**config.mk**
```make
export PLATFORM = sky130hd
export DESIGN_NAME = ptc_event_capture
export DESIGN_NICKNAME = d
export VERILOG_FILES = /design/src/pkg/ptc_pkg.sv /design/src/ptc_capture_reg.sv /design/src/ptc_event_capture.sv
export SDC_FILE = /design/constraint.sdc
export NUM_CORES = 1
export LEC_CHECK = 0
export ABC_CLOCK_PERIOD_IN_PS = 2100
export BUFFER_PORTS_ARGS = -buffer_cell sky130_fd_sc_hd__clkbuf_2
export CAP_MARGIN = 20
export CORE_MARGIN = 1.5
export CORE_UTILIZATION = 54
export CTS_BUF_LIST = sky130_fd_sc_hd__clkbuf_8
export DETAILED_ROUTE_END_ITERATION = 10
export PLACE_DENSITY = 0.93
export SYNTH_ARGS = -nofsm -noshare
export SYNTH_HDL_FRONTEND = slang
export SYNTH_SLANG_ARGS = --single-unit
```
**constraint.sdc**
```tcl
create_clock -name clock_i -period 2.1 [get_ports clock_i]
set_input_delay 0 -clock clock_i [delete_from_list [all_inputs] [get_ports clock_i]]
set_output_delay 0 -clock clock_i [all_outputs]
set_load 0.03 [all_outputs]
```
**src/pkg/ptc_pkg.sv**
```systemverilog
package ptc_pkg;

    // Register byte offsets
    localparam logic [11:0] PTC_TX_SEC_OFS   = 12'h1e0;
    localparam logic [11:0] PTC_RX_SEC_OFS   = 12'h1e8;
    localparam logic [11:0] PTC_CTRL_OFS     = 12'h1f0;
    localparam logic [11:0] PTC_STAT_OFS     = 12'h1f4;
    localparam logic [11:0] PTC_PEER_NS_OFS  = 12'h1fc;

    // Reset values
    localparam logic [31:0] PTC_CAPT_RST     = 32'h0000_0000;
    localparam logic [2:0]  PTC_CTRL_RST     = 3'h7;
    localparam logic [2:0]  PTC_STAT_RST     = 3'h0;

    // Widths of the timer fields
    localparam int          PTC_SEC_W        = 32;
    localparam int          PTC_NS_W         = 30;

    // Channel index, also bit position in control and status
    localparam int          PTC_CH_TX        = 0;
    localparam int          PTC_CH_RX        = 1;
    localparam int          PTC_CH_PEER      = 2;
    localparam int          PTC_NUM_CH       = 3;

endpackage : ptc_pkg

```
**src/ptc_capture_reg.sv**
```systemverilog
`timescale 1ns/1ps

// One read-only capture register with its update pulse
module ptc_capture_reg
    import ptc_pkg::*;
(
    input  wire logic        clock_i,
    input  wire logic        rst_n_i,
    input  wire logic        load_i,
    input  wire logic [31:0] data_i,
    output logic      [31:0] value_o,
    output logic             updated_o
);

    // Latch the timer value on the capture edge
    always_ff @(posedge clock_i or negedge rst_n_i) begin
        if (!rst_n_i) begin
            value_o <= PTC_CAPT_RST;
        end else if (load_i) begin
            value_o <= data_i;
        end
    end

    // One-cycle pulse for every update, so back-to-back captures all show
    always_ff @(posedge clock_i or negedge rst_n_i) begin
        if (!rst_n_i) begin
            updated_o <= 1'b0;
        end else begin
            updated_o <= load_i;
        end
    end

endmodule : ptc_capture_reg

```
**src/ptc_event_capture.sv**
```systemverilog
// The APB interface to the registers is this design's own decision.
`timescale 1ns/1ps

module ptc_event_capture
    import ptc_pkg::*;
(
    input  wire logic                 clock_i,
    input  wire logic                 rst_n_i,
    // APB slave
    input  wire logic                 psel_i,
    input  wire logic                 penable_i,
    input  wire logic                 pwrite_i,
    input  wire logic [11:0]          paddr_i,
    input  wire logic [31:0]          pwdata_i,
    output logic      [31:0]          prdata_o,
    output logic                      pready_o,
    output logic                      pslverr_o,
    // Timer unit
    input  wire logic [PTC_SEC_W-1:0] tmr_sec_i,
    input  wire logic [PTC_NS_W-1:0]  tmr_nsec_i,
    // MII side frame markers
    input  wire logic                 tx_sfd_i,
    input  wire logic                 tx_ptp_event_i,
    input  wire logic                 rx_sfd_i,
    input  wire logic                 rx_ptp_event_i,
    input  wire logic                 rx_peer_event_i,
    // Interrupt conditions, one pulse per update
    output logic      [2:0]           capture_irq_o
);

    logic [2:0]  load;
    logic [31:0] cap_data [PTC_NUM_CH];
    logic [31:0] cap_value [PTC_NUM_CH];
    logic [2:0]  cap_updated;
    logic [2:0]  ctrl_en_r;
    logic [2:0]  stat_new_r;
    logic [2:0]  stat_clr;
    logic        setup_ph;
    logic        wr_take;
    logic        rd_take;
    logic [31:0] rd_mux;
    logic        addr_ok;

    // Capture triggers; a disabled channel keeps its last value
    always_comb begin
        load[PTC_CH_TX]   = tx_sfd_i & tx_ptp_event_i
                            & ctrl_en_r[PTC_CH_TX];
        load[PTC_CH_RX]   = rx_sfd_i & rx_ptp_event_i
                            & ctrl_en_r[PTC_CH_RX];
        load[PTC_CH_PEER] = rx_sfd_i & rx_peer_event_i
                            & ctrl_en_r[PTC_CH_PEER];
    end

    // Values to latch; nanoseconds sit in the low 30 bits
    always_comb begin
        cap_data[PTC_CH_TX]   = tmr_sec_i;
        cap_data[PTC_CH_RX]   = tmr_sec_i;
        cap_data[PTC_CH_PEER] = {2'h0, tmr_nsec_i};
    end

    // One capture register per channel
    for (genvar g = 0; g < PTC_NUM_CH; g++) begin : g_ch
        ptc_capture_reg u_cap (
            .clock_i   (clock_i),
            .rst_n_i   (rst_n_i),
            .load_i    (load[g]),
            .data_i    (cap_data[g]),
            .value_o   (cap_value[g]),
            .updated_o (cap_updated[g])
        );
    end

    always_ff @(posedge clock_i or negedge rst_n_i) begin
        if (!rst_n_i) begin
            capture_irq_o <= 3'h0;
        end else begin
            capture_irq_o <= load;
        end
    end

    // APB phase decode
    assign setup_ph = psel_i & ~penable_i;
    assign wr_take  = psel_i & penable_i & pready_o & pwrite_i;
    assign rd_take  = psel_i & penable_i & pready_o & ~pwrite_i;

    always_comb begin
        addr_ok = 1'b1;
        rd_mux  = 32'h0000_0000;
        case (paddr_i)
            PTC_TX_SEC_OFS:  rd_mux = cap_value[PTC_CH_TX];
            PTC_RX_SEC_OFS:  rd_mux = cap_value[PTC_CH_RX];
            PTC_PEER_NS_OFS: rd_mux = cap_value[PTC_CH_PEER];
            PTC_CTRL_OFS:    rd_mux = {29'h0, ctrl_en_r};
            PTC_STAT_OFS:    rd_mux = {29'h0, stat_new_r};
            default:         addr_ok = 1'b0;
        endcase
    end

    // Ready one cycle after setup: every transfer has one wait-free access
    always_ff @(posedge clock_i or negedge rst_n_i) begin
        if (!rst_n_i) begin
            pready_o  <= 1'b0;
            pslverr_o <= 1'b0;
            prdata_o  <= 32'h0000_0000;
        end else if (setup_ph) begin
            pready_o  <= 1'b1;
            pslverr_o <= ~addr_ok;
            prdata_o  <= pwrite_i ? 32'h0000_0000 : rd_mux;
        end else begin
            pready_o  <= 1'b0;
            pslverr_o <= 1'b0;
            prdata_o  <= 32'h0000_0000;
        end
    end

    // Channel enables; only the control word is writable
    always_ff @(posedge clock_i or negedge rst_n_i) begin
        if (!rst_n_i) begin
            ctrl_en_r <= PTC_CTRL_RST;
        end else if (wr_take && paddr_i == PTC_CTRL_OFS) begin
            ctrl_en_r <= pwdata_i[2:0];
        end
    end

    // Reading a capture word acknowledges its new-value flag
    always_comb begin
        stat_clr = 3'h0;
        if (rd_take) begin
            stat_clr[PTC_CH_TX]   = paddr_i == PTC_TX_SEC_OFS;
            stat_clr[PTC_CH_RX]   = paddr_i == PTC_RX_SEC_OFS;
            stat_clr[PTC_CH_PEER] = paddr_i == PTC_PEER_NS_OFS;
        end
    end

    // New-value flags; a capture in the clearing cycle wins
    always_ff @(posedge clock_i or negedge rst_n_i) begin
        if (!rst_n_i) begin
            stat_new_r <= PTC_STAT_RST;
        end else begin
            stat_new_r <= (stat_new_r & ~stat_clr) | load;
        end
    end

    // Checks next to the capture path
    tx_capture_a: assert property (
        @(posedge clock_i) disable iff (!rst_n_i)
        (tx_sfd_i && tx_ptp_event_i && ctrl_en_r[PTC_CH_TX])
        |=> (cap_value[PTC_CH_TX] == $past(tmr_sec_i)))
        else $error("tx seconds not captured");

    rx_capture_a: assert property (
        @(posedge clock_i) disable iff (!rst_n_i)
        (rx_sfd_i && rx_ptp_event_i && ctrl_en_r[PTC_CH_RX])
        |=> (cap_value[PTC_CH_RX] == $past(tmr_sec_i)))
        else $error("rx seconds not captured");

    peer_capture_a: assert property (
        @(posedge clock_i) disable iff (!rst_n_i)
        (rx_sfd_i && rx_peer_event_i && ctrl_en_r[PTC_CH_PEER])
        |=> (cap_value[PTC_CH_PEER] == {2'h0, $past(tmr_nsec_i)}))
        else $error("peer nanoseconds not captured");

    capture_irq_a: assert property (
        @(posedge clock_i) disable iff (!rst_n_i)
        !$stable(cap_value[PTC_CH_RX]) |-> capture_irq_o[PTC_CH_RX])
        else $error("rx update without interrupt");

    irq_match_a: assert property (
        @(posedge clock_i) disable iff (!rst_n_i)
        capture_irq_o == cap_updated)
        else $error("interrupt and update pulse differ");

    hold_value_a: assert property (
        @(posedge clock_i) disable iff (!rst_n_i)
        !load[PTC_CH_TX] |=> $stable(cap_value[PTC_CH_TX]))
        else $error("tx capture changed without event");

    // Hold checks: a stray load would corrupt a stored timestamp
    rx_hold_a: assert property (
        @(posedge clock_i) disable iff (!rst_n_i)
        !load[PTC_CH_RX] |=> $stable(cap_value[PTC_CH_RX]))
        else $error("rx capture changed without event");

    peer_hold_a: assert property (
        @(posedge clock_i) disable iff (!rst_n_i)
        !load[PTC_CH_PEER] |=> $stable(cap_value[PTC_CH_PEER]))
        else $error("peer capture changed without event");

    // Interrupt checks for the other two channels
    tx_irq_a: assert property (
        @(posedge clock_i) disable iff (!rst_n_i)
        !$stable(cap_value[PTC_CH_TX]) |-> capture_irq_o[PTC_CH_TX])
        else $error("tx update without interrupt");

    peer_irq_a: assert property (
        @(posedge clock_i) disable iff (!rst_n_i)
        !$stable(cap_value[PTC_CH_PEER]) |-> capture_irq_o[PTC_CH_PEER])
        else $error("peer update without interrupt");

    // A pulse leaves its flag set, even under a clearing read
    status_set_a: assert property (
        @(posedge clock_i) disable iff (!rst_n_i)
        (capture_irq_o & ~stat_new_r) == 3'h0)
        else $error("interrupt without status flag");

    // A disabled peer channel must stay silent however busy the wire is
    gated_irq_a: assert property (
        @(posedge clock_i) disable iff (!rst_n_i)
        !ctrl_en_r[PTC_CH_PEER] |=> !capture_irq_o[PTC_CH_PEER])
        else $error("peer interrupt while disabled");

endmodule : ptc_event_capture

```
==> impl_metrics.tcl, run 1 <==
set metrics [dict create \
    irDropWorstVdd_mv 0.456 \
    die_w_um 105 \
    drive_above_1_share_pct 47.0 \
    antenna_cells 0 \
    core_area_mm2 0.0102 \
    grt_max_degree 55 \
    result_of_the_run "completed" \
    drt-wirelength-per-cell_um 19.7 \
    grt_setup_unrepaired "false" \
    grt_pass1_vias 4722 \
    dpl-instance-area_mm2 0.00648 \
    drt_drc_violations_left 0 \
    timing.fmax_ghz 0.527 \
    stdcell_area_mm2 0.00764 \
    post_synth_main_area_contributors "sky130_fd_sc_hd__dfrtp_1 59%, sky130_fd_sc_hd__mux2_2 22%, sky130_fd_sc_hd__a22oi_1 3.6%, sky130_fd_sc_hd__a22o_1 2.5%, sky130_fd_sc_hd__nor2_1 2.2%" \
    cts_buffers 17 \
    ios 153 \
    setup_viol_count_final 0 \
    slew_headroom_pct 47.0 \
    h_tree_levels 4 \
    final_common_cell "sky130_fd_sc_hd__dfrtp_1" \
    critical_path_arrival_ns 2.29 \
    initial_utilization_pct 55.3 \
    mean_syn_cell_area_um2 14.0 \
    vias_after_detailed_routing 4277 \
    synth_edf_count 0 \
    worst-slew-pin-transition_ns 0.795 \
    global_route.overflow_total 0 \
    ctsRootBufferMaster "sky130_fd_sc_hd__clkbuf_8" \
    most_used_cells_in_the_layout_excluding_fill_and_tap_cells "134 x sky130_fd_sc_hd__dfrtp_1, 122 x sky130_fd_sc_hd__clkbuf_2, 109 x sky130_fd_sc_hd__mux2_2" \
    syn_to_final_growth_pct 35.1 \
    yosysUniqueCellTypes 35 \
    post-cts-setup-buffers 0 \
    clock-skew-final_ns 0.0102 \
    worst-path-max-fanout 13 \
    worstSetupEndpointType "flip-flop" \
    drtAntennaViolNets 0 \
    row_count 37 \
    die_area_mm2 0.0111 \
    total_leakage_power_nw 3.86 \
    synth-warning-count 0 \
    postCtsResizedCells 0 \
    syn-num-nets 519 \
    area_share_of_the_leading_cell_type_in_the_synthesized_netlist_pct 59.3 \
    max-clock-path-buffers 2 \
    class_of_the_worst_hold_path "input pin to flip-flop" \
    detail_route.wirelength_um 14900 \
    syn_inst 403 \
    async_flop_share_pct 100 \
    gpl.final_weighted_congestion 0.884 \
    cts_hold_buffers 73 \
    finalNetCount 720 \
    critPathRequiredTime_ns 2.49 \
    io_buffers 123 \
    report.final.hold_viol_count 0 \
    post-synth-top-area-cell "sky130_fd_sc_hd__dfrtp_1" \
    post-dp-hpwl_um 8650 \
    slew_viol_final 0 \
    postSynth.topFlopCell "sky130_fd_sc_hd__dfrtp_1" \
    post-route-min-period_ns 1.90 \
    report.power.total_w 0.00531 \
    route.detailed.vias_per_inst 5.68 \
    first_pass_iters 4 \
    crit_path_start_kind "input pin" \
    global_route_wire_length_before_repair_um 23500 \
    tritoncts_num_sinks 137 \
    setup-tns-final_ns 0 \
    synthesis.area_mm2 0.00566 \
    drt_iter0_markers 186 \
    number_of_synthesized_register_bits 137 \
    p_per_area_mw_per_mm2 694 \
    timing.final.crit_share_pct 90.3 \
    track_usage_pct 28.5 \
    max_cap_violations 0 \
    chipHeight_um 105 \
    clk_transition_reported_paths_ns 0.08 \
    cts_tree "yes" \
    seq_area_frac_synth_pct 60.7 \
    antenna_found_initial 0 \
    clk-insertion-delay-late_ns 0.45 \
    path_class "input pin to flip-flop" \
]
worst paths after layout:
kind / from / end / slack [ns] / depth (start not counted)
worst max-delay path: paddr_i[2] / prdata_o[2] / 0.20 / 7
worst min-delay path: rx_peer_event_i / capture_irq_o[2] / 0.05 / 2
worst max register to register: g_ch[0].u_cap.value_o[2] / prdata_o[2] / 0.27 / 4
worst min register to register: stat_new_r[0] / stat_new_r[0] / 0.49 / 1
max in group asynchronous: rst_n_i / ctrl_en_r[0] / 1.32 / 3
min in group asynchronous: rst_n_i / prdata_o[20] / 0.06 / 2
logic make-up after synthesis:
logic type | after synthesis | share of synthesized area (%)
muxes | 115 | 22.8
and+or+nand+nor | 68 | 6.86
buffers and inverters | 29 | 2.32
AOI/OAI and AO/OA | 54 | 7.39
DFF | 137 | 60.7
Yosys cell counts (2+ instances only):
library cell and instances:
sky130_fd_sc_hd__buf_1 5, sky130_fd_sc_hd__and3_1 5, sky130_fd_sc_hd__a22oi_1 27, sky130_fd_sc_hd__and2_1 2, sky130_fd_sc_hd__mux2i_1 6, sky130_fd_sc_hd__clkbuf_1 17, sky130_fd_sc_hd__nand4_1 2, sky130_fd_sc_hd__nor3b_1 3
sky130_fd_sc_hd__buf_6 2, sky130_fd_sc_hd__mux2_2 109, sky130_fd_sc_hd__o22ai_1 2, sky130_fd_sc_hd__a21o_1 3, sky130_fd_sc_hd__nor4_4 2, sky130_fd_sc_hd__nand3_1 4, sky130_fd_sc_hd__nor2_1 33, sky130_fd_sc_hd__nand2b_1 2
sky130_fd_sc_hd__nand2_1 7, sky130_fd_sc_hd__dfrtp_1 134, sky130_fd_sc_hd__buf_2 3, sky130_fd_sc_hd__nor3_4 2, sky130_fd_sc_hd__o21ai_0 2, sky130_fd_sc_hd__a22o_1 16, sky130_fd_sc_hd__dfstp_2 3
registers in the layout, summed over array words and instances, names as in the netlist:
signal and cells:
ctrl_en_r 3, stat_new_r 3, pready_o 1, capture_irq_o 3, pslverr_o 1, g_ch.u_cap.value_o 94, prdata_o 32
metal layers:
metal  GRT usage (%)  wire [um]
met1            31.6       5610
met2            49.1       7780
met3            8.47        858
met4            15.9        629
met5               0          0
metrics by stage:
stage          hold WS (ns)  instances  util, %  setup WS, ns
2_1_floorplan        -0.296        403        -         0.379
3_3_place_gp        -0.0208        648     63.3         0.344
3_5_place_dp        -0.0161        648     63.3         0.264
4_1_cts             0.00862        753     74.7         0.317
5_1_grt              0.0359        753     74.7         0.175
6_report             0.0519        753     74.7         0.204
critical path, stage by stage:
cell and delay (ns):
sky130_fd_sc_hd__clkbuf_2 0.21, sky130_fd_sc_hd__or2_1 0.40, sky130_fd_sc_hd__nor3_4 0.24, sky130_fd_sc_hd__nand4_1 0.11, sky130_fd_sc_hd__dlygate4sd3_1 0.58, sky130_fd_sc_hd__a21boi_0 0.18, sky130_fd_sc_hd__dlygate4sd3_1 0.56
cell type report:
class / instances / area [um^2]
flip-flops and latches: 137 / 3430
fillers: 612 / 2590
multi-input cells: 237 / 2100
repair buffers: 210 / 1510
clock buffers: 21 / 289
well taps: 136 / 170
clock inverters: 11 / 144
inverters: 1 / 3.75
power breakdown:
group	switching, W	internal, W	total (W)
clock	0.00102	0.00130	0.00232
combinational	0.000170	0.000172	0.000343
sequential	0.00000215	0.00264	0.00264
total	0.00119	0.00411	0.00531
Power figures use the tool's default switching activity.
==> inputs of run 2 (changes only) <==
--- a/config.mk
+++ b/config.mk
@@ -12,6 +12,7 @@
 export CORE_UTILIZATION = 54
 export CTS_BUF_LIST = sky130_fd_sc_hd__clkbuf_8
 export DETAILED_ROUTE_END_ITERATION = 10
+export MAX_ROUTING_LAYER = met4
 export PLACE_DENSITY = 0.93
 export SYNTH_ARGS = -nofsm -noshare
 export SYNTH_HDL_FRONTEND = slang
==> run 2 against run 1 <==
- non-clock buffer count unchanged
- via count rose by 0.42%
- sequential power hardly changed
- die area unchanged
- combinational power barely moved
- clock power barely moved
- setup slack improved by 0.0055 ns
- core utilization stayed put
- flip-flop and latch count unchanged
- critical path type unchanged
- critical endpoint unchanged
- largest cell class unchanged
==> impl_metrics.tcl, run 2 (synthesis gave the netlist of run 1 again) <==
set metrics [dict create \
    result_of_the_run "completed" \
    ctsRootBufferMaster "sky130_fd_sc_hd__clkbuf_8" \
    critPathRequiredTime_ns 2.50 \
    cts_tree "yes" \
    placed_cells 648 \
    post-route-min-period_ns 1.89 \
    io_buffers 123 \
    tritoncts_num_sinks 137 \
    track_usage_pct 29.3 \
    timing.fmax_ghz 0.529 \
    drt-wirelength-per-cell_um 19.9 \
    worstSetupEndpointType "flip-flop" \
    die_area_mm2 0.0111 \
    setup-tns-final_ns 0 \
    antenna_cells 0 \
    initial_utilization_pct 55.3 \
    post-dp-hpwl_um 8650 \
    row_count 37 \
    h_tree_levels 4 \
    worst-path-max-fanout 13 \
    setup_viol_count_final 0 \
    clk-insertion-delay-late_ns 0.46 \
    final_common_cell "sky130_fd_sc_hd__dfrtp_1" \
    irDropWorstVdd_mv 0.457 \
    largest_registers "g_ch.u_cap.value_o (94), prdata_o (32)" \
    drtAntennaViolNets 0 \
    grt_setup_unrepaired "false" \
    whs_ns 0.0318 \
    clk_transition_reported_paths_ns 0.08 \
    most_used_cells_in_the_layout_excluding_fill_and_tap_cells "134 x sky130_fd_sc_hd__dfrtp_1, 122 x sky130_fd_sc_hd__clkbuf_2, 109 x sky130_fd_sc_hd__mux2_2" \
    drive_above_1_share_pct 47.0 \
    gpl.final_weighted_congestion 0.898 \
    class_of_the_worst_hold_path "input pin to flip-flop" \
    chipHeight_um 105 \
    top_register "g_ch.u_cap.value_o" \
    report.power.total_w 0.00532 \
    drt_iter0_markers 189 \
    path_class "input pin to flip-flop" \
    first_pass_iters 5 \
    syn_to_final_growth_pct 35.1 \
    critical_path_arrival_ns 2.29 \
    post-cts-setup-buffers 0 \
    core_area_mm2 0.0102 \
    finish.cell_count_without_fillers 753 \
    max_cap_violations 0 \
    grt_pass1_vias 4737 \
    route.detailed.vias_per_inst 5.70 \
    clock-skew-final_ns 0.0119 \
    global_route.overflow_total 0 \
    global_route_wire_length_before_repair_um 23500 \
    timing.final.crit_share_pct 90.0 \
    drt_drc_violations_left 0 \
    worst-slew-pin-transition_ns 0.814 \
    finish.utilization_pct 74.7 \
    slew_viol_final 0 \
    die_w_um 105 \
    max-clock-path-buffers 2 \
    slew_headroom_pct 45.7 \
    flip_flop_count_of_the_largest_register_after_layout 94 \
    cts_buffers 17 \
    ios 153 \
    vias_after_detailed_routing 4295 \
    detail_route.wirelength_um 15000 \
    finalNetCount 720 \
    report.final.hold_viol_count 0 \
    total_leakage_power_nw 3.86 \
    antenna_found_initial 0 \
    crit_path_start_kind "input pin" \
    p_per_area_mw_per_mm2 695 \
    grt_max_degree 55 \
]
-- run 2: worst max-delay path: stages --
cell and delay [ns]:
sky130_fd_sc_hd__clkbuf_2 0.22, sky130_fd_sc_hd__or2_1 0.40, sky130_fd_sc_hd__nor3_4 0.24, sky130_fd_sc_hd__nand4_1 0.11
sky130_fd_sc_hd__dlygate4sd3_1 0.57, sky130_fd_sc_hd__a21boi_0 0.18, sky130_fd_sc_hd__dlygate4sd3_1 0.56
-- run 2: path summary, 6_finish.rpt --
check	cells past startpoint	slack (ns)	from	end
setup / recovery	7	0.21	paddr_i[2]	prdata_o[2]
setup reg to reg	4	0.27	g_ch[0].u_cap.value_o[2]	prdata_o[2]
hold / removal	4	0.03	paddr_i[9]	pslverr_o
max in group asynchronous	3	1.32	rst_n_i	ctrl_en_r[0]
min in group asynchronous	2	0.06	rst_n_i	prdata_o[20]
hold reg to reg	1	0.50	stat_new_r[0]	stat_new_r[0]
-- run 2: layout make-up --
class | instances | area [um^2]
inverter | 1 | 3.75
clock buffer | 21 | 289
timing repair buffer | 210 | 1510
tap | 136 | 170
fill | 612 | 2590
sequential | 137 | 3430
multi-input combinational | 237 | 2100
clock inverter | 11 | 144
-- run 2: power breakdown --
| part | switching (W) | internal [W] | total (W) |
|---|---|---|---|
| clock network | 0.00103 | 0.00130 | 0.00233 |
| logic | 0.000171 | 0.000173 | 0.000344 |
| registers | 0.00000216 | 0.00264 | 0.00264 |
-- run 2: what timing repair did --
item,4_1_cts,5_1_grt
gates resized for setup,0,0
hold buffers,73,0
endpoints found under the hold margin,240,0
-- run 2: per-stage QoR --
| step | area (um^2) | setup WS [ns] |
|---|---|---|
| finish | 7640 | 0.210 |
| global route | 7640 | 0.173 |
| CTS | 7640 | 0.317 |
| detailed placement | 6480 | 0.264 |
| global placement | 6480 | 0.344 |
| floorplan | 5660 | 0.379 |
-- run 2: routing by layer --
layer / share of wire, % / wire length, um / vias to the layer above / global-route usage (%)
li1: - / - / 1860 / -
met1: 38 / 5680 / 2150 / 31.6
met2: 52 / 7770 / 234 / 49.0
met3: 6.3 / 939 / 51 / 7.98
met4: 4.0 / 598 / 0 / 16.1
met5: 0 / 0 / - / -
==> inputs of run 3 (changes only) <==
--- a/config.mk
+++ b/config.mk
@@ -5,15 +5,14 @@
 export SDC_FILE = /design/constraint.sdc
 export NUM_CORES = 1
 export LEC_CHECK = 0
-export ABC_CLOCK_PERIOD_IN_PS = 2100
+export ABC_CLOCK_PERIOD_IN_PS = 2200
 export BUFFER_PORTS_ARGS = -buffer_cell sky130_fd_sc_hd__clkbuf_2
 export CAP_MARGIN = 20
-export CORE_MARGIN = 1.5
-export CORE_UTILIZATION = 54
+export CORE_UTILIZATION = 58
 export CTS_BUF_LIST = sky130_fd_sc_hd__clkbuf_8
 export DETAILED_ROUTE_END_ITERATION = 10
 export MAX_ROUTING_LAYER = met4
-export PLACE_DENSITY = 0.93
+export PLACE_DENSITY = 0.95
 export SYNTH_ARGS = -nofsm -noshare
 export SYNTH_HDL_FRONTEND = slang
 export SYNTH_SLANG_ARGS = --single-unit
==> constraint.sdc (replaced) <==
create_clock -name clock_i -period 2.2 [get_ports clock_i]
set_input_delay 0 -clock clock_i [delete_from_list [all_inputs] [get_ports clock_i]]
set_output_delay 0 -clock clock_i [all_outputs]
set_load 0.03 [all_outputs]
==> run 3 against run 2 <==
- final area shrank 0.65%
- register-to-register slack improved by 0.17 ns
- die area shrank 8.5%
- hold slack improved by 0.039 ns
- sequential share of layout area rose by 0.30 points
- count of clock-buffer cells in the layout is 3 lower
- clock power fell by 8%
- setup slack improved by 0.092 ns
- clock skew down 0.0017 ns
- flip-flop and latch count is the same
- largest power group unchanged
==> impl_metrics.tcl, run 3 (synthesis gave the netlist of run 1 again) <==
set metrics [dict create \
    max-clock-path-buffers 2 \
    report.final.hold_viol_count 0 \
    post-dp-hpwl_um 8340 \
    final_common_cell "sky130_fd_sc_hd__dfrtp_1" \
    dp_slack_ns 0.446 \
    antenna_found_initial 0 \
    worst_setup_path_startpoint "paddr_i[4]" \
    timing.fmax_ghz 0.527 \
    worst-path-max-fanout 9 \
    crit_path_max_incr_delay_ns 0.59 \
    core_area_mm2 0.00933 \
    detail_route.wirelength_um 14600 \
    grt_setup_unrepaired "false" \
    result_of_the_run "completed" \
    timing.final.crit_share_pct 86.3 \
    timing.hold.worst.start "penable_i" \
    route.detailed.vias_per_inst 5.69 \
    flip_flop_count_of_the_largest_register_after_layout 94 \
    h_tree_levels 4 \
    most_used_cells_in_the_layout_excluding_fill_and_tap_cells "134 x sky130_fd_sc_hd__dfrtp_1, 122 x sky130_fd_sc_hd__clkbuf_2, 109 x sky130_fd_sc_hd__mux2_2" \
    chipHeight_um 101 \
    crit_path_top_delay_cell "sky130_fd_sc_hd__dlygate4sd3_1" \
    cts_buffers 17 \
    critical_path.n_buffers_inverters 3 \
    grt_max_degree 72 \
    global_route.overflow_total 0 \
    global_route_wire_length_before_repair_um 23200 \
    irDropWorstVdd_mv 0.588 \
    critical_path_arrival_ns 2.25 \
    clk_transition_reported_paths_ns 0.07 \
    slew_viol_final 0 \
    vias_after_detailed_routing 4231 \
    post-route-min-period_ns 1.90 \
    cts_tree "yes" \
    first_pass_iters 5 \
    initial_utilization_pct 60.6 \
    fin_ws_ns 0.301 \
    grt_pass1_vias 4687 \
    drt_iter0_markers 195 \
    drtAntennaViolNets 0 \
    path_cells "dlygate4sd3_1, clkbuf_2, or2_1, nor3_4, nand4_1, a21boi_0, dlygate4sd3_1" \
    clk-insertion-delay-late_ns 0.42 \
    timing.rr.start "ctrl_en_r[1]" \
    multi_input_gate_area_mm2 0.00210 \
    track_usage_pct 32.1 \
    clock-skew-final_ns 0.0102 \
    gpl.final_weighted_congestion 0.896 \
    path_class "input pin to flip-flop" \
    p_per_area_mw_per_mm2 658 \
    setup_viol_count_final 0 \
    top_register "g_ch.u_cap.value_o" \
    slew_headroom_pct 46.9 \
    finalNetCount 717 \
    row_count 35 \
    sequential_cell_area_mm2 0.00343 \
    post-cts-setup-buffers 0 \
    die_area_mm2 0.0102 \
    num-fill-cells 517 \
    largest_registers "g_ch.u_cap.value_o (94), prdata_o (32)" \
    crit_path_start_kind "input pin" \
    antenna_cells 0 \
    worst-slew-pin-transition_ns 0.796 \
    tritoncts_num_sinks 137 \
    ios 153 \
    critPathRequiredTime_ns 2.55 \
    max_cap_violations 0 \
    ctsRootBufferMaster "sky130_fd_sc_hd__clkbuf_8" \
    io_buffers 123 \
    syn_to_final_growth_pct 34.2 \
    cp_top_family "buffers and inverters" \
    drt-wirelength-per-cell_um 19.7 \
    setup-tns-final_ns 0 \
    drive_above_1_share_pct 47.1 \
    worstSetupEndpointType "flip-flop" \
    die_w_um 101 \
    total_leakage_power_nw 3.84 \
    drt_drc_violations_left 0 \
    class_of_the_worst_hold_path "input pin to flip-flop" \
    critical-path-top-cell-by-count "sky130_fd_sc_hd__dlygate4sd3_1" \
]
[run 3: report_power, final]
group          leakage [nW]  switching (W)  internal [W]
registers              1.90     0.00000193       0.00252
logic                  1.73       0.000161      0.000163
clock network         0.210       0.000990       0.00116
[run 3: worst min-delay path: cells and delay by family]
kind                   cells  cell delay [ns]
AND/OR/NAND/NOR            4             0.36
buffers and inverters      1             0.09
[run 3: final timing paths]
check	endpoint	slack (ns)	cells after the start
max	prdata_o[2]	0.30	7
min	prdata_o[1]	0.07	5
max reg2reg	g_ch[1].u_cap.value_o[29]	0.44	3
min reg2reg	stat_new_r[1]	0.49	1
max in group asynchronous	g_ch[1].u_cap.value_o[20]	1.31	3
min in group asynchronous	g_ch[1].u_cap.value_o[0]	0.14	2
[run 3: metal layers]
layer	part of all wire (%)	up-vias	global-route usage [%]	wire length, um
li1	-	1855	-	-
met1	37	2161	34.6	5450
met2	55	170	56.0	8110
met3	4.6	45	5.55	672
met4	2.9	0	18.6	420
met5	0	-	-	0
[run 3: metrics by stage]
| stage | hold slack [ns] | cell area (um^2) | util [%] | total power, W | cells |
|---|---|---|---|---|---|
| finish | 0.0707 | 7590 | 81.4 | 0.00500 | 743 |
| global route | 0.0831 | 7590 | 81.4 | 0.00516 | 743 |
| CTS | 0.0403 | 7590 | 81.4 | 0.00502 | 743 |
| detailed placement | 0.0438 | 6460 | 69.2 | 0.00279 | 639 |
| global placement | 0.0483 | 6460 | 69.2 | 0.00278 | 639 |
| floorplan | -0.296 | 5660 | - | 0.00263 | 403 |
[run 3: layout make-up]
| class | count | share of cell area, % |
|---|---|---|
| clock buffer | 18 | 3.26 |
| inverter | 1 | 0.0494 |
| multi-input combinational | 237 | 27.6 |
| clock inverter | 14 | 2.22 |
| timing repair buffer | 207 | 19.5 |
| sequential | 137 | 45.2 |
| tap | 129 | 2.13 |
[run 3: what timing repair did]
action / 4_1_cts / 5_1_grt
resized for setup: 0 / 0
setup endpoints to repair: 0 / 0
hold endpoints to repair: 174 / 0
hold buffers: 72 / 0
